[src/include/pdto_map.svh]
// Register offsets, field positions, reset values and response codes
`ifndef PDTO_MAP_SVH
`define PDTO_MAP_SVH

// =====================================================
// Offsets
`define PDTO_ADDR_DT        8'h00
`define PDTO_ADDR_ALT       8'h04
`define PDTO_ADDR_TRG       8'h08
`define PDTO_ADDR_IO        8'h0c
`define PDTO_ADDR_CTRL      8'h10
`define PDTO_ADDR_STAT      8'h14

// =====================================================
// Fields
`define PDTO_DT_W           14
`define PDTO_TRG_DIV_LSB    12
`define PDTO_TRG_STRT_LSB   0
`define PDTO_IO_OWN_H       15
`define PDTO_IO_OWN_L       14
`define PDTO_IO_POL_H       13
`define PDTO_IO_POL_L       12
`define PDTO_IO_MODE_LSB    10
`define PDTO_IO_OVEN_H      9
`define PDTO_IO_OVEN_L      8
`define PDTO_IO_OVD_H       7
`define PDTO_IO_OVD_L       6
`define PDTO_IO_FLT_H       5
`define PDTO_IO_FLT_L       4
`define PDTO_IO_CL_H        3
`define PDTO_IO_CL_L        2
`define PDTO_IO_SWAP        1
`define PDTO_IO_OVERRIDE_TIME_SYNC       0
`define PDTO_CTRL_DTC_LSB   6
`define PDTO_CTRL_IUE       0

// =====================================================
// Reset values and responses
`define PDTO_RST_IO         16'hc000
`define PDTO_RESP_OKAY      2'h0
`define PDTO_RESP_SLVERR    2'h2

`endif

[src/include/pdto_pkg.sv]
// Types shared by the output slice
package pdto_pkg;

    typedef enum logic [1:0] {
        PDTO_PM_COMPL = 2'h0,
        PDTO_PM_REDUN = 2'h1,
        PDTO_PM_PUSH  = 2'h2,
        PDTO_PM_RSVD  = 2'h3
    } pdto_pair_mode_t;

    typedef enum logic [1:0] {
        PDTO_DT_POS  = 2'h0,
        PDTO_DT_NEG  = 2'h1,
        PDTO_DT_OFF  = 2'h2,
        PDTO_DT_COMP = 2'h3
    } pdto_dt_ctrl_t;

    typedef enum logic [2:0] {
        PDTO_TRG_OFF  = 3'h1,
        PDTO_TRG_WAIT = 3'h2,
        PDTO_TRG_RUN  = 3'h4
    } pdto_trg_state_t;

endpackage : pdto_pkg

[src/core/pdto_deadband.sv]
// Edge delay stage for one output leg
`timescale 1ns/1ps
`default_nettype none
module pdto_deadband (
    // Clock and reset
    input  wire logic        clk_in,
    input  wire logic        rst_b_in,
    // Control
    input  wire logic        sig_in,
    input  wire logic [13:0] delay_in,
    input  wire logic        delay_fall_in,
    // Result
    output logic             sig_out
);
    logic        out_q;
    logic [13:0] cnt_q;
    logic        delayed_edge;

    assign delayed_edge = delay_fall_in ? (out_q & ~sig_in) : (~out_q & sig_in);
    assign sig_out      = out_q;

    // =====================================================
    // Edge delay
    always_ff @(posedge clk_in or negedge rst_b_in) begin
        if (!rst_b_in) begin
            out_q <= 1'b0;
            cnt_q <= 14'h0000;
        end else if (sig_in != out_q) begin
            if (!delayed_edge || cnt_q >= delay_in) begin
                out_q <= sig_in;
                cnt_q <= 14'h0000;
            end else begin
                cnt_q <= cnt_q + 14'h0001;
            end
        end else begin
            cnt_q <= 14'h0000;
        end
    end

endmodule : pdto_deadband
`default_nettype wire

[src/core/pdto_top.sv]
// Dead-time, trigger divider and pin control slice with AXI4-Lite registers
//
// The AXI4-Lite interface to the registers and the address map were left to the implementer.
`timescale 1ns/1ps
`default_nettype none
`include "pdto_map.svh"
module pdto_top #(
    parameter logic PRIMARY_GEN = 1'b1
) (
    // Clock and reset
    input  wire logic        clk_in,
    input  wire logic        rst_b_in,
    // AXI4-Lite write
    input  wire logic [7:0]  s_axi_awaddr_in,
    input  wire logic        s_axi_awvalid_in,
    output logic             s_axi_awready_out,
    input  wire logic [31:0] s_axi_wdata_in,
    input  wire logic [3:0]  s_axi_wstrb_in,
    input  wire logic        s_axi_wvalid_in,
    output logic             s_axi_wready_out,
    output logic [1:0]       s_axi_bresp_out,
    output logic             s_axi_bvalid_out,
    input  wire logic        s_axi_bready_in,
    // AXI4-Lite read
    input  wire logic [7:0]  s_axi_araddr_in,
    input  wire logic        s_axi_arvalid_in,
    output logic             s_axi_arready_out,
    output logic [31:0]      s_axi_rdata_out,
    output logic [1:0]       s_axi_rresp_out,
    output logic             s_axi_rvalid_out,
    input  wire logic        s_axi_rready_in,
    // Generator and time base
    input  wire logic        pwm_module_enable_in,
    input  wire logic        period_end_in,
    input  wire logic        trig_event_in,
    input  wire logic        gen_high_in,
    // Protection and lock
    input  wire logic        fault_active_in,
    input  wire logic        limit_active_in,
    input  wire logic        current_limit_mode_in,
    input  wire logic        write_lock_config_in,
    input  wire logic        unlock_seq_in,
    // Pins, triggers and active dead-time values
    output logic             high_output_out,
    output logic             low_output_out,
    output logic             high_pin_owner_out,
    output logic             low_pin_owner_out,
    output logic             trig_out,
    output logic             trig_irq_req_out,
    output logic [13:0]      dead_time_value_out,
    output logic [13:0]      alt_dead_time_value_out
);
    // =====================================================
    // Declarations
    logic [7:0]  wr_addr_q, rd_addr_q;
    logic [15:0] wr_data_q;
    logic [1:0]  wr_strb_q;
    logic        aw_held_q, w_held_q, bvalid_q, rvalid_q;
    logic [1:0]  bresp_q, rresp_q;
    logic [31:0] rdata_q;
    logic        wr_fire, io_write_ok, wr_hit, rd_hit;
    logic [15:0] rd_word;
    logic [13:0] dt_shadow_q, dt_active_q, alt_shadow_q, alt_active_q;
    logic [3:0]  trigger_divider_q, div_cnt_q;
    logic [5:0]  trigger_start_delay_q, wait_cnt_q;
    logic [15:0] io_q;
    logic [1:0]  dead_time_ctrl_q;
    logic        immediate_update_q, unlocked_q;
    logic [1:0]  ov_en_eff_q, ov_dat_eff_q;
    logic        pp_phase_q, trig_q, high_q, low_q;
    pdto_pkg::pdto_trg_state_t trg_state_q;
    pdto_pkg::pdto_pair_mode_t output_pair_mode;
    logic        pair_h, pair_l, db_h, db_l, sw_h, sw_l, lvl_h, lvl_l;
    logic [13:0] delay_h, delay_l;
    logic        delay_fall;
    logic [15:0] dt_merged, alt_merged;

    function automatic logic [15:0] merge16(input logic [15:0] old_v,
                                            input logic [15:0] new_v,
                                            input logic [1:0]  strb);
        merge16 = {strb[1] ? new_v[15:8] : old_v[15:8],
                   strb[0] ? new_v[7:0] : old_v[7:0]};
    endfunction : merge16

    // =====================================================
    // AXI4-Lite write channel
    assign s_axi_awready_out = !aw_held_q && !bvalid_q;
    assign s_axi_wready_out  = !w_held_q && !bvalid_q;
    assign wr_fire           = aw_held_q && w_held_q && !bvalid_q;
    assign io_write_ok       = !write_lock_config_in || unlocked_q;
    assign wr_hit            = (wr_addr_q == `PDTO_ADDR_DT) || (wr_addr_q == `PDTO_ADDR_ALT)
                               || (wr_addr_q == `PDTO_ADDR_TRG) || (wr_addr_q == `PDTO_ADDR_CTRL)
                               || (wr_addr_q == `PDTO_ADDR_STAT)
                               || ((wr_addr_q == `PDTO_ADDR_IO) && io_write_ok);

    always_ff @(posedge clk_in or negedge rst_b_in) begin
        if (!rst_b_in) begin
            aw_held_q <= 1'b0;
            w_held_q  <= 1'b0;
            wr_addr_q <= 8'h00;
            wr_data_q <= 16'h0000;
            wr_strb_q <= 2'h0;
        end else begin
            if (s_axi_awvalid_in && s_axi_awready_out) begin
                aw_held_q <= 1'b1;
                wr_addr_q <= {s_axi_awaddr_in[7:2], 2'h0};
            end else if (wr_fire) begin
                aw_held_q <= 1'b0;
            end
            if (s_axi_wvalid_in && s_axi_wready_out) begin
                w_held_q  <= 1'b1;
                wr_data_q <= s_axi_wdata_in[15:0];
                wr_strb_q <= s_axi_wstrb_in[1:0];
            end else if (wr_fire) begin
                w_held_q <= 1'b0;
            end
        end
    end

    always_ff @(posedge clk_in or negedge rst_b_in) begin
        if (!rst_b_in) begin
            bvalid_q <= 1'b0;
            bresp_q  <= `PDTO_RESP_OKAY;
        end else if (wr_fire) begin
            bvalid_q <= 1'b1;
            bresp_q  <= wr_hit ? `PDTO_RESP_OKAY : `PDTO_RESP_SLVERR;
        end else if (s_axi_bready_in) begin
            bvalid_q <= 1'b0;
        end
    end

    assign s_axi_bvalid_out = bvalid_q;
    assign s_axi_bresp_out  = bresp_q;

    // =====================================================
    // AXI4-Lite read channel
    assign s_axi_arready_out = !rvalid_q;

    always_comb begin
        rd_hit  = 1'b1;
        rd_word = 16'h0000;
        case (s_axi_araddr_in[7:2])
            6'h00: rd_word = {2'h0, dt_shadow_q};
            6'h01: rd_word = {2'h0, alt_shadow_q};
            6'h02: rd_word = {trigger_divider_q, 6'h00, trigger_start_delay_q};
            6'h03: rd_word = io_q;
            6'h04: rd_word = {8'h00, dead_time_ctrl_q, 5'h00, immediate_update_q};
            6'h05: rd_word = {2'h0, pp_phase_q, unlocked_q, div_cnt_q, trg_state_q,
                              wait_cnt_q[4:0]};
            default: rd_hit = 1'b0;
        endcase
    end

    always_ff @(posedge clk_in or negedge rst_b_in) begin
        if (!rst_b_in) begin
            rvalid_q  <= 1'b0;
            rdata_q   <= 32'h0000_0000;
            rresp_q   <= `PDTO_RESP_OKAY;
            rd_addr_q <= 8'h00;
        end else if (s_axi_arvalid_in && s_axi_arready_out) begin
            rvalid_q  <= 1'b1;
            rdata_q   <= {16'h0000, rd_word};
            rresp_q   <= rd_hit ? `PDTO_RESP_OKAY : `PDTO_RESP_SLVERR;
            rd_addr_q <= {s_axi_araddr_in[7:2], 2'h0};
        end else if (s_axi_rready_in) begin
            rvalid_q <= 1'b0;
        end
    end

    assign s_axi_rvalid_out = rvalid_q;
    assign s_axi_rdata_out  = rdata_q;
    assign s_axi_rresp_out  = rresp_q;

    // =====================================================
    // Dead-time registers
    assign dt_merged  = merge16({2'h0, dt_shadow_q}, wr_data_q, wr_strb_q);
    assign alt_merged = merge16({2'h0, alt_shadow_q}, wr_data_q, wr_strb_q);

    always_ff @(posedge clk_in or negedge rst_b_in) begin
        if (!rst_b_in) begin
            dt_shadow_q  <= 14'h0000;
            alt_shadow_q <= 14'h0000;
        end else if (wr_fire) begin
            if (wr_addr_q == `PDTO_ADDR_DT)
                dt_shadow_q <= dt_merged[13:0];
            if (wr_addr_q == `PDTO_ADDR_ALT)
                alt_shadow_q <= alt_merged[13:0];
        end
    end

    always_ff @(posedge clk_in or negedge rst_b_in) begin
        if (!rst_b_in) begin
            dt_active_q  <= 14'h0000;
            alt_active_q <= 14'h0000;
        end else if (immediate_update_q || period_end_in) begin
            dt_active_q  <= dt_shadow_q;
            alt_active_q <= alt_shadow_q;
        end
    end

    assign dead_time_value_out     = dt_active_q;
    assign alt_dead_time_value_out = alt_active_q;

    // =====================================================
    // Trigger, control and pin control registers
    always_ff @(posedge clk_in or negedge rst_b_in) begin
        if (!rst_b_in) begin
            trigger_divider_q     <= 4'h0;
            trigger_start_delay_q <= 6'h00;
            dead_time_ctrl_q      <= 2'h0;
            immediate_update_q    <= 1'b0;
        end else if (wr_fire) begin
            if (wr_addr_q == `PDTO_ADDR_TRG) begin
                if (wr_strb_q[1])
                    trigger_divider_q <= wr_data_q[`PDTO_TRG_DIV_LSB +: 4];
                if (wr_strb_q[0])
                    trigger_start_delay_q <= wr_data_q[`PDTO_TRG_STRT_LSB +: 6];
            end
            if (wr_addr_q == `PDTO_ADDR_CTRL && wr_strb_q[0]) begin
                dead_time_ctrl_q   <= wr_data_q[`PDTO_CTRL_DTC_LSB +: 2];
                immediate_update_q <= wr_data_q[`PDTO_CTRL_IUE];
            end
        end
    end

    always_ff @(posedge clk_in or negedge rst_b_in) begin
        if (!rst_b_in) begin
            io_q <= `PDTO_RST_IO;
        end else if (wr_fire && wr_addr_q == `PDTO_ADDR_IO && io_write_ok) begin
            io_q <= merge16(io_q, wr_data_q, wr_strb_q);
        end
    end

    // Unlock arms one write; a new unlock in the consuming cycle wins
    always_ff @(posedge clk_in or negedge rst_b_in) begin
        if (!rst_b_in) begin
            unlocked_q <= 1'b0;
        end else if (unlock_seq_in) begin
            unlocked_q <= 1'b1;
        end else if (wr_fire && wr_addr_q == `PDTO_ADDR_IO) begin
            unlocked_q <= 1'b0;
        end
    end

    assign high_pin_owner_out = io_q[`PDTO_IO_OWN_H];
    assign low_pin_owner_out  = io_q[`PDTO_IO_OWN_L];

    // =====================================================
    // Trigger postscaler
    always_ff @(posedge clk_in or negedge rst_b_in) begin
        if (!rst_b_in) begin
            trg_state_q <= pdto_pkg::PDTO_TRG_OFF;
            wait_cnt_q  <= 6'h00;
            div_cnt_q   <= 4'h0;
            trig_q      <= 1'b0;
        end else begin
            trig_q <= 1'b0;
            case (trg_state_q)
                pdto_pkg::PDTO_TRG_OFF: begin
                    div_cnt_q  <= 4'h0;
                    wait_cnt_q <= trigger_start_delay_q;
                    if (pwm_module_enable_in)
                        trg_state_q <= (trigger_start_delay_q == 6'h00) ?
                                       pdto_pkg::PDTO_TRG_RUN : pdto_pkg::PDTO_TRG_WAIT;
                end
                pdto_pkg::PDTO_TRG_WAIT: begin
                    if (!pwm_module_enable_in) begin
                        trg_state_q <= pdto_pkg::PDTO_TRG_OFF;
                    end else if (period_end_in) begin
                        wait_cnt_q <= wait_cnt_q - 6'h01;
                        if (wait_cnt_q == 6'h01)
                            trg_state_q <= pdto_pkg::PDTO_TRG_RUN;
                    end
                end
                pdto_pkg::PDTO_TRG_RUN: begin
                    if (!pwm_module_enable_in) begin
                        trg_state_q <= pdto_pkg::PDTO_TRG_OFF;
                    end else if (trig_event_in) begin
                        if (div_cnt_q >= trigger_divider_q) begin
                            div_cnt_q <= 4'h0;
                            trig_q    <= 1'b1;
                        end else begin
                            div_cnt_q <= div_cnt_q + 4'h1;
                        end
                    end
                end
                default: trg_state_q <= pdto_pkg::PDTO_TRG_OFF;
            endcase
        end
    end

    assign trig_out         = trig_q;
    assign trig_irq_req_out = trig_q && PRIMARY_GEN;

    // =====================================================
    // Pair mode and dead time
    assign output_pair_mode = pdto_pkg::pdto_pair_mode_t'(io_q[`PDTO_IO_MODE_LSB +: 2]);

    always_ff @(posedge clk_in or negedge rst_b_in) begin
        if (!rst_b_in)
            pp_phase_q <= 1'b0;
        else if (!pwm_module_enable_in)
            pp_phase_q <= 1'b0;
        else if (period_end_in)
            pp_phase_q <= !pp_phase_q;
    end

    always_comb begin
        pair_h = gen_high_in;
        pair_l = !gen_high_in;
        case (output_pair_mode)
            pdto_pkg::PDTO_PM_REDUN: pair_l = gen_high_in;
            pdto_pkg::PDTO_PM_PUSH: begin
                pair_h = gen_high_in && !pp_phase_q;
                pair_l = gen_high_in && pp_phase_q;
            end
            default: pair_l = !gen_high_in;
        endcase
    end

    always_comb begin
        delay_h    = dt_active_q;
        delay_l    = alt_active_q;
        delay_fall = 1'b0;
        case (pdto_pkg::pdto_dt_ctrl_t'(dead_time_ctrl_q))
            pdto_pkg::PDTO_DT_NEG: begin
                delay_fall = (output_pair_mode == pdto_pkg::PDTO_PM_COMPL);
                if (!delay_fall) begin
                    delay_h = 14'h0000;
                    delay_l = 14'h0000;
                end
            end
            pdto_pkg::PDTO_DT_OFF: begin
                delay_h = 14'h0000;
                delay_l = 14'h0000;
            end
            default: delay_fall = 1'b0;
        endcase
    end

    pdto_deadband u_db_high (
        .clk_in        (clk_in),
        .rst_b_in      (rst_b_in),
        .sig_in        (pair_h),
        .delay_in      (delay_h),
        .delay_fall_in (delay_fall),
        .sig_out       (db_h)
    );

    pdto_deadband u_db_low (
        .clk_in        (clk_in),
        .rst_b_in      (rst_b_in),
        .sig_in        (pair_l),
        .delay_in      (delay_l),
        .delay_fall_in (delay_fall),
        .sig_out       (db_l)
    );

    // =====================================================
    // Override, protection, polarity
    always_ff @(posedge clk_in or negedge rst_b_in) begin
        if (!rst_b_in) begin
            ov_en_eff_q  <= 2'h0;
            ov_dat_eff_q <= 2'h0;
        end else if (!io_q[`PDTO_IO_OVERRIDE_TIME_SYNC] || period_end_in) begin
            ov_en_eff_q  <= {io_q[`PDTO_IO_OVEN_H], io_q[`PDTO_IO_OVEN_L]};
            ov_dat_eff_q <= {io_q[`PDTO_IO_OVD_H], io_q[`PDTO_IO_OVD_L]};
        end
    end

    assign sw_h = io_q[`PDTO_IO_SWAP] ? db_l : db_h;
    assign sw_l = io_q[`PDTO_IO_SWAP] ? db_h : db_l;

    always_comb begin
        lvl_h = ov_en_eff_q[1] ? ov_dat_eff_q[1] : sw_h;
        lvl_l = ov_en_eff_q[0] ? ov_dat_eff_q[0] : sw_l;
        if (fault_active_in) begin
            lvl_h = io_q[`PDTO_IO_FLT_H];
            lvl_l = io_q[`PDTO_IO_FLT_L];
        end else if (limit_active_in && current_limit_mode_in) begin
            lvl_h = io_q[`PDTO_IO_CL_H];
            lvl_l = io_q[`PDTO_IO_CL_L];
        end
    end

    always_ff @(posedge clk_in or negedge rst_b_in) begin
        if (!rst_b_in) begin
            high_q <= 1'b0;
            low_q  <= 1'b0;
        end else begin
            high_q <= lvl_h ^ io_q[`PDTO_IO_POL_H];
            low_q  <= lvl_l ^ io_q[`PDTO_IO_POL_L];
        end
    end

    assign high_output_out = high_q;
    assign low_output_out  = low_q;
endmodule : pdto_top
`default_nettype wire

[config.mk]
export PLATFORM = sky130hd
export DESIGN_NAME = pdto_top
export DESIGN_NICKNAME = d
export VERILOG_FILES = /design/src/include/pdto_pkg.sv /design/src/core/pdto_deadband.sv /design/src/core/pdto_top.sv
export VERILOG_INCLUDE_DIRS = /design/src /design/src/include
export SDC_FILE = /design/constraint.sdc
export NUM_CORES = 1
export LEC_CHECK = 0
export BUFFER_PORTS_ARGS = -buffer_cell sky130_fd_sc_hd__clkbuf_2
export CAP_MARGIN = 0
export CELL_PAD_IN_SITES_DETAIL_PLACEMENT = 1
export CELL_PAD_IN_SITES_GLOBAL_PLACEMENT = 2
export CORE_ASPECT_RATIO = 1.4
export CORE_MARGIN = 4
export CORE_UTILIZATION = 38
export DETAILED_ROUTE_END_ITERATION = 7
export GPL_ROUTABILITY_DRIVEN = 0
export PLACE_DENSITY_LB_ADDON = 0.1
export SLEW_MARGIN = 40
export SYNTH_ARGS = -nofsm -noshare
export SYNTH_HDL_FRONTEND = slang
export SYNTH_HIERARCHICAL = 1
export SYNTH_SLANG_ARGS = --single-unit
[constraint.sdc]
create_clock -name clk_in -period 3.1 [get_ports clk_in]
set_clock_uncertainty 0.05 [all_clocks]
set_input_delay 0.31 -clock clk_in [delete_from_list [all_inputs] [get_ports clk_in]]
set_output_delay 0.31 -clock clk_in [all_outputs]
set_load 0.02 [all_outputs]
# --- Word-level counts from Yosys, hierarchy flattened ---
# Index checks and enable logic that the tools add are counted.
# Widths: inputs -> output; s select.
totals:
  in_bits: 68
  latch_bits: 0
  mem_bits_rw: 0
  wordCells: 196
  mem_bits_ro: 0
  memories: 0
  ff_bits: 185
  output_inout_bits: 75
classes:
  bitwise: 10
  div: 0
  n_addsub: 4
  multipliers: 0
  n_shift: 0
  eq_ne: 29
  muxes: 54
  reduce_logical: 60
  n_lt_le_gt_ge: 3
ops:
  columns: ["op", "count"]
  rows:
  - ["$pmux 16 s6", 1]
  - ["$mux 14", 6]
  - ["$pmux 14 s2", 2]
  - ["$add 14x1->14 const B", 2]
  - ["$ge 14x14->1", 2]
  - ["$mux 1", 28]
  - ["$eq 6x2->1 const B", 4]
  - ["$eq 6x3->1 const B", 4]
  - ["$reduce_and 3->1", 8]
  - ["$eq 6x1->1 const B", 3]
  - ["$mux 3", 6]
  - ["$logic_and 1x1->1", 14]
  - ["$reduce_bool 2->1", 7]
  - ["$logic_not 6->1", 2]
  - ["$mux 4", 3]
  - ["$mux 6", 2]
  - ["$ne 2x2->1 const B", 6]
  - ["$pmux 6 s2", 1]
  - ["$logic_not 1->1", 10]
  - ["$logic_or 1x1->1", 10]
  - ["$reduce_and 2->1", 5]
  - ["$pmux 3 s3", 1]
  - ["$logic_not 8->1", 1]
  - ["$pmux 4 s2", 1]
  - ["other kinds (19)", 31]

# --- Longest topological paths before layout ---
# Gate-level depths: netlist of the first run.
depth:
  depth_word: 10
  ltp_mapped: 14
  depth_no_buf: 12

# --- Modules after synthesis ---
# Netlist of the first run, hierarchy kept.
modules_own_cells:
  columns: ["mod", "area_each_um2", "seq_area_each_um2", "n_inst", "cells_per_inst"]
  rows:
  - ["pdto_top", 7253.2, 3832.4, 1, 596]
  - ["pdto_deadband", 1091.0, 375.4, 2, 121]

# --- Least setup slack after synthesis of the first run ---
# No wires, ideal clock.
synth_path:
  kind: "flip-flop to flip-flop"
  startpoint: "register io_q[10]"
  endpoint: "register u_db_low.cnt_q[10]"
  path_stages_with_launch: 15
  setup_time_ns: 0.071
  arrival_time_ns: 2.669
  period_less_slack_ns: 2.790
  path_buffers: 2
  slack_ns: 0.310
  required_ns: 2.979
  cell_sequence: "dfrtp_1 -> inv_1 -> ha_1 -> and2_1 -> nor2_1 -> clkbuf_1 -> nor2b_1 -> inv_1 -> ha_1 -> a21oi_1 -> o21ai_0 -> a211oi_2 -> nand3b_2 -> buf_6 -> nor2_1"
synth_via:
  word_cells_on_any_way: 17
  cone_classes: "order compare: 1; eq/ne: 3; mux: 7; bitwise: 3; reduce/logical: 3"
synth_lines:
  columns: ["element", "line_no", "source"]
  rows:
  - ["from (decl)", "pdto_top.sv:66", "logic [15:0] io_q;"]
  - ["from (signal assigned)", "pdto_top.sv:228", "io_q <= `PDTO_RST_IO;"]
  - ["from (signal assigned)", "pdto_top.sv:230", "io_q <= merge16(io_q, wr_data_q, wr_strb_q);"]
  - ["$logic_not 2->1", "pdto_top.sv:327", "delay_fall = (output_pair_mode == pdto_pkg::PDTO_PM_COMPL);"]
  - ["$mux 1", "pdto_top.sv:325", "case (pdto_pkg::pdto_dt_ctrl_t'(dead_time_ctrl_q))"]
  - ["named net delay_fall", "pdto_top.sv:75", "logic delay_fall;"]
  - ["$mux 1", "pdto_deadband.sv:19", "assign delayed_edge = delay_fall_in ? (out_q & ~sig_in) : (~out_q & sig_in);"]
  - ["$logic_not 1->1", "pdto_deadband.sv:29", "if (!delayed_edge || cnt_q >= delay_in) begin"]
  - ["$logic_or 1x1->1", "pdto_deadband.sv:29", null]
  - ["$mux 14", "pdto_deadband.sv:29", null]
  - ["$mux 14", "pdto_deadband.sv:28", "end else if (sig_in != out_q) begin"]
  - ["to (signal assigned)", "pdto_deadband.sv:33", "cnt_q <= cnt_q + 14'h0001;"]
  - ["to (decl)", "pdto_deadband.sv:16", "logic [13:0] cnt_q;"]
# The timed path passes the listed nets, and every way through them passes these cells.
# A chain may end at the register's enable or synchronous reset.

# --- Final worst setup path of the first run ---
layout_path:
  startpoint: "register io_q[10]"
  endpoint: "register u_db_high.cnt_q[4]"
layout_via:
  word_cells_on_any_way: 16
  cone_classes: "order compare: 1; eq/ne: 2; mux: 7; bitwise: 3; reduce/logical: 3"
layout_lines:
  columns: ["element", "line_no"]
  rows:
  - ["$logic_not 2->1", "pdto_top.sv:327"]
  - ["$mux 1", "pdto_top.sv:325"]
  - ["named net delay_fall", "pdto_top.sv:75"]
  - ["$mux 1", "pdto_deadband.sv:19"]
  - ["$logic_not 1->1", "pdto_deadband.sv:29"]
  - ["$logic_or 1x1->1", "pdto_deadband.sv:29"]
  - ["$mux 14", "pdto_deadband.sv:29"]
  - ["$mux 14", "pdto_deadband.sv:28"]
  - ["to (signal assigned)", "pdto_deadband.sv:33"]
  - ["to (decl)", "pdto_deadband.sv:16"]
# The timed path passes the listed nets, and every way through them passes these cells.

==> summary.txt, run 1 <==
Run status
  • Run status: complete, no violations

Floorplan
  • IO Pins: 143
  • Die Width: 141 microns
  • Initial cell density of the core: 38.4%
  • Row count: 68
  • Chip height: 194 microns
  • Die Footprint: 0.0275 sq mm
  • Core area: 0.0246 sq mm

GRT
  • Global-route wire length before repair: 42300 microns
  • Number of global-route vias before repair: 7522
  • Remaining Overflow, GRT: 0
  • All-Layer GR Usage: 19.7%
  • Initial antenna violation count: 0
  • Largest net degree at the start of global routing: 69

Synth
  • Avg Cell Area, Syn: 11.3 sq um
  • EDFF count, synth: 0
  • Synth Area in Compound Gates: 7.57%
  • Yosys cell types: 52
  • Mux share of post-synthesis cell area: 16.9%
  • Async SR Flop Fraction: 100%
  • Post-Syn Area: 0.00944 sq mm
  • Synth Flop Type: dfrtp_1
  • Synthesis warning total: 6
  • Adder-Cell Fraction of Synth Area: 5.97%
  • Synthesis-stage register bit count: 183
  • Synthesized instance count: 838
  • Simple-Gate Fraction of Synth Area: 13.6%
  • Post-synthesis xor/xnor area fraction: 2.60%
  • Largest family of logic cells by synthesized area: multiplexers
  • Sequential-to-total area share from yosys stat: 48.6%

Detailed routing
  • Via count: 6716
  • DRC Markers: 0
  • Via density per instance: 5.26
  • Drt first pass iters: 5
  • Post-DRT Antenna Nets: 0
  • WL final: 26000 microns
  • Per-cell routed wire length: 20.4 microns
  • Initial DRC Count: 198

Critical path
  • Worst-case reg-to-reg path depth: 13
  • R2r endpoint: u_db_high/cnt_q[4]
  • CP endpoint kind: flop
  • Setup crit end: u_db_high/cnt_q[4]
  • Max Fanout on Critical Path: 28
  • Kind of critical path: flop to flop
  • Worst Setup SP: io_q[10]
  • CP startpoint kind: flop
  • R2r startpoint: io_q[10]
  • FF-to-FF setup slack: 0.25 ns
  • Crit path DAT: 3.16 ns
  • CP required: 3.41 ns

Placed design
  • Dpl hpwl: 20100 microns
  • Area after DPL: 0.0103 sq mm
  • Inst Count DP: 1243
  • I/O Buffers: 102

CTS
  • CTS tree: yes
  • Clk sinks: 183
  • Clock transition at path regs: 0.07 ns
  • Clk buf depth: 2
  • Clk_lat worst skew: 0.44 ns
  • CTS H-Tree Depth: 4
  • TritonCTS Buffers: 17
  • CTS Root Cell: clkbuf_16
  • Post-CTS Setup Inserts: 0

Timing
  • RSZ-0062 raised after global routing: no
  • F_max: 351 MHz
  • Period minus WS final: 2.85 ns
  • Max-slew violations: 0
  • Worst slew pin tran: 0.693 ns
  • # setup viols final: 0
  • Final setup TNS: 0 ns
  • Hold Fails Final Rpt: 0
  • Period utilisation layout: 91.9%
  • Max-slew headroom: 53.8%

Pwr
  • Leakage: 5.24 nW
  • Worst-case vdd ir drop: 396 uV
  • PwrDens: 811 mW/mm^2

Layout
  • Final nets: 1062
  • Most frequent cells in the layout: dfrtp_1 (180), mux2_2 (112), clkbuf_2 (100)
  • Commonest non-fill, non-tap cell in the layout: dfrtp_1
  • Non-filler instance count after layout: 1277
  • Post-route cell area: 0.0109 sq mm
  • Layout cells sized above 1: 29.5%
  • Area Overhead vs Synth: 15.7%
  • Diodes inserted: 0

Run
  • Max-cap violations: 0

Hold path
  • HP Class: input pin to flop
==> worst min-delay path by stage <==
stage	slack, ns	from	endpoint	cells past startpoint
floorplan	-0.04	rst_b_in	alt_dead_time_value_out[0]	0
finish	0.03	s_axi_bready_in	s_axi_bvalid_out	2
detailed placement	0.32	rst_b_in	u_db_high/cnt_q[2]	1
global route	0.03	s_axi_bready_in	s_axi_bvalid_out	2
global placement	0.32	rst_b_in	u_db_high/cnt_q[2]	1
CTS	0.01	s_axi_bready_in	s_axi_bvalid_out	2
==> cell usage after synthesis, drive strengths merged (4+ instances only) <==
cell type    n  area (sq um)
a32oi        9          78.8
a21o         9          67.6
inv         53           199
nor2b       35           219
and2         8          50.1
dfrtp      180          4500
nand2       50           195
nor3         9          45.0
and3         8          50.1
mux4         6           135
buf         28           200
ha          45           563
xor2        18           158
nand3b       4          41.3
a21oi       29           145
nand4       19           119
mux2       114          1280
a22oi        6          45.0
clkbuf      13          48.8
o21ai       39           195
mux2i       18           180
o211ai       5          37.5
xnor2       10          87.6
nor4         5          73.8
nand2b      13          81.3
nand3       20           100
nor2        56           210
==> cell type report <==
type	instances	area (sq um)
Timing Repair Buffer	116	654
Fill cell	2716	13700
Tap cell	315	394
Clock inverter	10	120
Sequential cell	183	4580
Multi-Input combinational cell	578	4500
Inverter	53	199
Clock buffer	22	474
==> what timing repair did <==
item                                   in CTS  in global routing
hold buffers                                2                  0
resized for setup                           0                  2
setup endpoints to repair                   0                 28
endpoints found under the hold margin      64                  0
==> cell families (layout without fill, tap and decap cells) <==
group | Yosys count | count (layout)
compound gates | 111 | 111
xor+xnor | 28 | 28
fa+ha+maj | 45 | 45
buf+inv | 94 | 201
flops | 183 | 183
mux | 138 | 138
other cells | 1 | 18
simple gates | 238 | 238
==> flip-flops by register name, indices dropped and copies added (netlist names), 6 cells and up <==
signal / cells
alt_dead_time_value_out: 14
alt_shadow_q: 14
dead_time_value_out: 14
dt_shadow_q: 14
io_q: 16
s_axi_rdata_out: 16
trigger_start_delay_q: 6
u_db_high/cnt_q: 14
u_db_low/cnt_q: 14
wait_cnt_q: 6
wr_addr_q: 6
wr_data_q: 16
==> layer usage <==
metal	vias to the layer above	track usage, %	routed length (microns)
li1	3139	-	-
met3	28	2.81	507
met4	0	5.42	401
met2	89	36.0	14300
met5	-	0	0
met1	3460	23.9	10800
==> per-stage QoR <==
stage                     setup slack, ns  hold slack [ns]  util, %  power [mW]
final                               0.250           0.0258     44.4        8.86
after global routing               0.0127           0.0312     44.4        9.45
after CTS                           0.122          0.00993     44.3        8.95
after detailed placement            0.139            0.318     41.8        6.70
after global placement              0.248            0.324     41.8        6.54
after floorplan                     0.310          -0.0356        -        5.58
==> critical path, stage by stage, from the launching register on <==
cell	delay, ns
dfrtp_1	0.44
inv_1	0.09
ha_1	0.20
and2_1	0.20
nor2_2	0.14
buf_12	0.19
nor2b_1	0.06
inv_1	0.06
ha_1	0.25
nand4_1	0.17
a21oi_1	0.07
o311ai_2	0.42
nand3b_4	0.23
nor2_1	0.18
==> where the power goes <==
part           switching, mW  leakage (nW)  internal, mW
clock                  0.959         0.287          1.26
combinational           1.60          2.51          1.30
sequential             0.734          2.45          3.01
No activity file was read; power rests on OpenSTA's default activity.
==> run 2: changes to the inputs <==
--- a/config.mk
+++ b/config.mk
@@ -15,6 +15,7 @@
 export CORE_UTILIZATION = 38
 export DETAILED_ROUTE_END_ITERATION = 7
 export GPL_ROUTABILITY_DRIVEN = 0
+export GPL_TIMING_DRIVEN = 0
 export PLACE_DENSITY_LB_ADDON = 0.1
 export SLEW_MARGIN = 40
 export SYNTH_ARGS = -nofsm -noshare
==> constraint.sdc (replaced) <==
create_clock -name clk_in -period 3.1 [get_ports clk_in]
set_clock_uncertainty 0.05 [all_clocks]
set_input_delay 0.465 -clock clk_in [delete_from_list [all_inputs] [get_ports clk_in]]
set_output_delay 0.465 -clock clk_in [all_outputs]
set_load 0.02 [all_outputs]
==> summary.txt, run 2 (same netlist as run 1, synthesis figures left out) <==
Run status
  • Run status: complete, no violations

Floorplan
  • Core area: 0.0246 sq mm (unchanged)
  • Row count: 68 (unchanged)
  • Initial cell density of the core: 38.4% (unchanged)
  • Chip height: 194 microns (unchanged)
  • Die Width: 141 microns (unchanged)
  • IO Pins: 143 (unchanged)
  • Die Footprint: 0.0275 sq mm (unchanged)

GRT
  • Met1 Usage GRT: 23.6% (-0.28 points)
  • Number of global-route vias before repair: 7279 (-3.2%)
  • All-Layer GR Usage: 19.6% (-0.074 points)
  • Met3 usage in global routing: 3.27% (+0.47 points)
  • Global route hottest layer: met2
  • Initial antenna violation count: 0 (unchanged)
  • M2 GR Usage: 36.0% (-0.071 points)
  • Largest net degree at the start of global routing: 69 (unchanged)
  • Global-route wire length before repair: 41600 microns (-1.7%)
  • Remaining Overflow, GRT: 0 (unchanged)

Placed design
  • Area after DPL: 0.0105 sq mm (+1.8%)
  • I/O Buffers: 100 (-2.0%)
  • Dpl hpwl: 20100 microns (-0.23%)
  • Dpl ws: -0.779 ns (-0.918 ns)
  • Inst Count DP: 1272 (+2.3%)

Layout
  • Area of the multi-input gates: 0.00453 sq mm (+0.67%)
  • Final design utilization: 45.5% (+1.1 points)
  • Post-route cell area: 0.0112 sq mm (+2.4%)
  • Layout cells sized above 1: 31.4% (+1.8 points)
  • Non-filler instance count after layout: 1307 (+2.3%)
  • Register Area: 0.00459 sq mm (about the same)
  • Final nets: 1092 (+2.8%)
  • Most frequent cells in the layout: dfrtp_1 (178), mux2_2 (112), clkbuf_2 (99)
  • Diodes inserted: 0 (unchanged)
  • Commonest non-fill, non-tap cell in the layout: dfrtp_1
  • Area Overhead vs Synth: 18.5%
  • Fillers: 2724 (+0.29%)

Detailed routing
  • DRC Markers: 0 (unchanged)
  • Via density per instance: 5.10 (-3.1%)
  • Per-cell routed wire length: 19.8 microns (-2.9%)
  • WL final: 25800 microns (-0.61%)
  • Via count: 6662 (-0.80%)
  • Post-DRT Antenna Nets: 0 (unchanged)
  • Drt first pass iters: 4 (-1)
  • Initial DRC Count: 167 (-16%)

Pwr
  • Leakage: 5.39 nW (+2.8%)
  • Comb pwr share: 33.5% (+0.7 points)
  • Switch share: 37.0% (-0.24 points)
  • PwrDens: 813 mW/mm^2 (+0.25%)
  • Reg power frac: 40.7% (-1.5 points)
  • Worst-case vdd ir drop: 403 uV (+1.8%)
  • P_sw: 3.36 mW (+2.0%)
  • Int Pwr: 5.73 mW (+3.0%)
  • Tot Pwr: 9.09 mW (+2.7%)
  • Clk network pwr share: 25.7% (+0.7 points)

Timing
  • Period minus WS final: 2.89 ns (+0.0433 ns)
  • Final setup TNS: 0 ns (unchanged)
  • Setup slack after layout: 0.207 ns (-0.0433 ns)
  • # setup viols final: 0 (unchanged)
  • Max-slew headroom: 48.6% (-5.2 points)
  • F_max: 346 MHz (-1.5%)
  • Max-slew violations: 0 (unchanged)
  • Period utilisation layout: 93.3% (+1.4 points)
  • Final hold slack: 0.159 ns (+0.134 ns)
  • Hold Fails Final Rpt: 0 (unchanged)
  • Worst slew pin tran: 0.771 ns (+0.0780 ns)

CTS
  • CTS H-Tree Depth: 4 (unchanged)
  • Clock transition at path regs: 0.07 ns (about the same)
  • Clk buf depth: 2 (unchanged)
  • CTS tree: yes
  • Clk sinks: 183 (unchanged)
  • TritonCTS Buffers: 17 (unchanged)
  • CTS Root Cell: clkbuf_16
  • Clk_lat worst skew: 0.44 ns (about the same)

Critical path
  • Crit-path cells: inv_1 -> ha_1 -> and2_2 -> nor2_4 -> buf_4 -> nor2b_2 -> inv_1 -> ha_1 -> nand4_1 -> o21ai_0 -> a211oi_2 -> nand3b_4 -> buf_6 -> nor2_1
  • CP max-delay cell: dfrtp_2
  • Worst-case reg-to-reg path depth: 14 (+1)
  • CP endpoint kind: flop
  • CP startpoint kind: flop
  • CP Buf/Inv Count: 4 (+1)
  • CP Depth: 14 (+1)
  • CP required: 3.41 ns (about the same)
  • Crit path DAT: 3.21 ns (+0.05 ns)
  • Crit-path leading delay family: simple AND/OR/NAND/NOR gates
  • Kind of critical path: flop to flop
  • Max Fanout on Critical Path: 10 (-64%)
  • Slowest Stage Delay on Critical Path: 0.44 ns (about the same)

Run
  • Max-cap violations: 0 (unchanged)

Hold path
  • HP Class: input pin to flop
  • WHS Path Cells: 2 (unchanged)
==> run 2: cell type report <==
type                            instances  area share (%)
Tap cell                              315            3.52
Sequential cell                       183            41.0
Buffer                                 41            2.36
Clock buffer                           17            3.80
Clock inverter                         15            1.78
Timing Repair Buffer                  105            5.27
Multi-Input combinational cell        578            40.5
Inverter                               53            1.78
==> run 2: metal layers <==
| metal | share of wire (%) | wire [microns] |
|---|---|---|
| met4 | 1.3 | 340 |
| met5 | 0 | 0 |
| met1 | 42 | 10800 |
| met3 | 2.3 | 599 |
| met2 | 55 | 14100 |
==> run 2: path summary, 6_finish.rpt <==
path	startpoint	endpoint	slack (ns)
max in group asynchronous	rst_b_in	io_q[15]	1.71
hold reg to reg	s_axi_bresp_out[1]	s_axi_bresp_out[1]	0.44
setup reg to reg	io_q[10]	u_db_low/cnt_q[6]	0.21
hold / removal	s_axi_rready_in	s_axi_rvalid_out	0.16
min in group asynchronous	rst_b_in	u_db_high/cnt_q[3]	0.52
setup / recovery	io_q[10]	u_db_low/cnt_q[6]	0.21
==> run 2: what timing repair did <==
item | 4_1_cts | 5_1_grt
buffers inserted | 2 | 0
cloned | 0 | 0
hold buffers | 1 | 0
pin swaps | 1 | 4
gates resized for setup | 8 | 10
hold endpoints to repair | 53 | 0
setup endpoints to repair | 30 | 21
==> run 2: power by group through the flow <==
stage / registers (mW) / clock network (mW) / logic (mW)
after global routing: 3.81 / 2.51 / 3.38
after floorplan: 3.62 / 0 / 1.97
after CTS: 3.72 / 2.41 / 3.01
after global placement: 3.74 / 0 / 2.89
after detailed placement: 3.77 / 0 / 2.94
final: 3.70 / 2.34 / 3.05
==> run 3: changes to the inputs <==
--- a/config.mk
+++ b/config.mk
@@ -6,12 +6,11 @@
 export SDC_FILE = /design/constraint.sdc
 export NUM_CORES = 1
 export LEC_CHECK = 0
-export BUFFER_PORTS_ARGS = -buffer_cell sky130_fd_sc_hd__clkbuf_2
+export BUFFER_PORTS_ARGS = -buffer_cell sky130_fd_sc_hd__buf_2
 export CAP_MARGIN = 0
 export CELL_PAD_IN_SITES_DETAIL_PLACEMENT = 1
 export CELL_PAD_IN_SITES_GLOBAL_PLACEMENT = 2
-export CORE_ASPECT_RATIO = 1.4
-export CORE_MARGIN = 4
+export CORE_MARGIN = 2
 export CORE_UTILIZATION = 38
 export DETAILED_ROUTE_END_ITERATION = 7
 export GPL_ROUTABILITY_DRIVEN = 0
==> summary.txt, run 3 (same netlist as run 1, synthesis figures left out) <==
Timing
  • Period utilisation layout: 93.8% (+0.49 points)
  • Worst slew pin tran: 0.814 ns (+0.0429 ns)
  • Final setup TNS: 0 ns (unchanged)
  • F_max: 344 MHz (-0.52%)
  • Max-slew headroom: 45.6% (-3.0 points)
  • # setup viols final: 0 (unchanged)
  • Hold Fails Final Rpt: 0 (unchanged)
  • Period minus WS final: 2.91 ns (+0.0152 ns)
  • RSZ-0062 raised after global routing: no
  • Max-slew violations: 0 (unchanged)

Critical path
  • Max Fanout on Critical Path: 10 (unchanged)
  • Crit path DAT: 3.22 ns (about the same)
  • CP required: 3.41 ns (about the same)
  • Kind of critical path: flop to flop
  • CP startpoint kind: flop
  • CP endpoint kind: flop

Hold path
  • HP Class: input pin to flop

Floorplan
  • Row count: 57 (-16%)
  • Die Width: 162 microns (+14%)
  • Core area: 0.0243 sq mm (-1.1%)
  • Chip height: 162 microns (-17%)
  • Initial cell density of the core: 38.8% (+0.42 points)
  • IO Pins: 143 (unchanged)
  • Die Footprint: 0.0261 sq mm (-4.9%)

Layout
  • Non-filler instance count after layout: 1319 (+0.92%)
  • Fillers: 2696 (-1.0%)
  • Area Overhead vs Synth: 18.1%
  • Diodes inserted: 0 (unchanged)
  • Most frequent cells in the layout: dfrtp_1 (178), mux2_2 (112), buf_2 (106)
  • Commonest non-fill, non-tap cell in the layout: dfrtp_1
  • Post-route cell area: 0.0111 sq mm (-0.32%)
  • Final nets: 1095 (+0.27%)
  • Layout cells sized above 1: 31.4% (about the same)

Placed design
  • Inst Count DP: 1282 (+0.79%)
  • Dpl hpwl: 19400 microns (-3.3%)
  • Area after DPL: 0.0105 sq mm (+0.36%)
  • I/O Buffers: 100 (unchanged)

GRT
  • Remaining Overflow, GRT: 0 (unchanged)
  • Number of global-route vias before repair: 7018 (-3.6%)
  • Largest net degree at the start of global routing: 59 (-14%)
  • Initial antenna violation count: 1 (+1)
  • Global-route wire length before repair: 40000 microns (-3.9%)
  • All-Layer GR Usage: 20.0% (+0.43 points)

Run
  • Max-cap violations: 0 (unchanged)

Pwr
  • P_sw: 3.34 mW (-0.58%)
  • Leakage: 5.41 nW (+0.33%)
  • Comb pwr share: 34.1% (+0.6 points)
  • PwrDens: 789 mW/mm^2 (-3.0%)
  • Clk network pwr share: 23.8% (-1.9 points)
  • Switch share: 38.0% (+1.1 points)
  • Int Pwr: 5.45 mW (-5.0%)
  • Reg power frac: 42.1% (+1.4 points)
  • Worst-case vdd ir drop: 328 uV (-18%)

Detailed routing
  • Via density per instance: 5.08 (-0.29%)
  • DRC Markers: 0 (unchanged)
  • WL final: 25100 microns (-3.0%)
  • Via count: 6704 (+0.63%)
  • Post-DRT Antenna Nets: 0 (unchanged)
  • Per-cell routed wire length: 19.0 microns (-3.9%)
  • Initial DRC Count: 313 (+87%)
  • Drt first pass iters: 4 (unchanged)

Run status
  • Run status: complete, no violations

CTS
  • TritonCTS Buffers: 17 (unchanged)
  • CTS tree: yes
  • Clk_lat worst skew: 0.44 ns (about the same)
  • Clk buf depth: 2 (unchanged)
  • Clk sinks: 183 (unchanged)
  • CTS Root Cell: clkbuf_16
  • Clock transition at path regs: 0.07 ns (about the same)
  • CTS H-Tree Depth: 4 (unchanged)
[run 3: cell type report]
class	instances	area [sq um]	area share, %
Buffer	41	262	2.35
Multi-Input combinational cell	578	4510	40.5
Inverter	53	199	1.78
Clock buffer	20	447	4.01
Sequential cell	183	4590	41.1
Tap cell	324	405	3.64
Clock inverter	12	104	0.932
Timing Repair Buffer	108	633	5.68
[run 3: repair_timing]
action / CTS / global route
buffers inserted: 3 / 1
gates resized for setup: 7 / 9
hold buffers: 1 / 0
endpoints found under the setup margin: 30 / 21
hold endpoints to repair: 23 / 0
pin swaps: 1 / 3
[run 3: path summary, 6_finish.rpt]
kind / slack [ns] / from / depth (start not counted) / to
hold reg to reg: 0.44 / s_axi_rdata_out[5] / 2 / s_axi_rdata_out[5]
setup / recovery: 0.19 / io_q[10] / 14 / u_db_high/cnt_q[1]
setup reg to reg: 0.19 / io_q[10] / 14 / u_db_high/cnt_q[1]
min in group asynchronous: 0.41 / rst_b_in / 2 / u_db_high/cnt_q[3]
max in group asynchronous: 1.37 / rst_b_in / 5 / io_q[14]
hold / removal: 0.15 / s_axi_rready_in / 2 / s_axi_rvalid_out
[run 3: power by group through the flow]
stage               Sequential, mW  Clock [mW]  Combinational (mW)
detailed placement            3.76           0                2.91
floorplan                     3.62           0                1.97
finish                        3.70        2.09                3.00
global route                  3.81        2.24                3.35
global placement              3.75           0                2.85
CTS                           3.72        2.16                2.98
[run 3: critical path, stage by stage (launching register included)]
cell,delay [ns]
dfrtp_2,0.42
inv_1,0.08
ha_1,0.20
and2_2,0.23
nor2_4,0.21
buf_4,0.22
nor2b_1,0.06
inv_1,0.06
ha_1,0.25
a21oi_1,0.17
o211ai_1,0.13
a211oi_2,0.32
nand3b_4,0.16
buf_6,0.18
nor2_1,0.10
[run 3: per-layer routing]
layer | vias to the layer above | global-route usage [%] | part of all wire [%]
met5 | - | 0 | 0
li1 | 3202 | - | -
met2 | 105 | 33.6 | 48
met4 | 0 | 4.59 | 0.95
met3 | 14 | 3.47 | 3.7
met1 | 3383 | 27.3 | 47
[run 3: through the flow]
step | total power [mW] | hold WS [ns] | worst slack [ns] | utilization, %
detailed placement | 6.67 | 0.273 | -0.572 | 43.2
global route | 9.40 | 0.142 | 0.0147 | 45.8
CTS | 8.86 | 0.128 | 0.0470 | 45.7
global placement | 6.59 | 0.417 | -1.73 | 42.8
finish | 8.79 | 0.146 | 0.191 | 45.8
floorplan | 5.58 | 0.119 | 0.310 | -
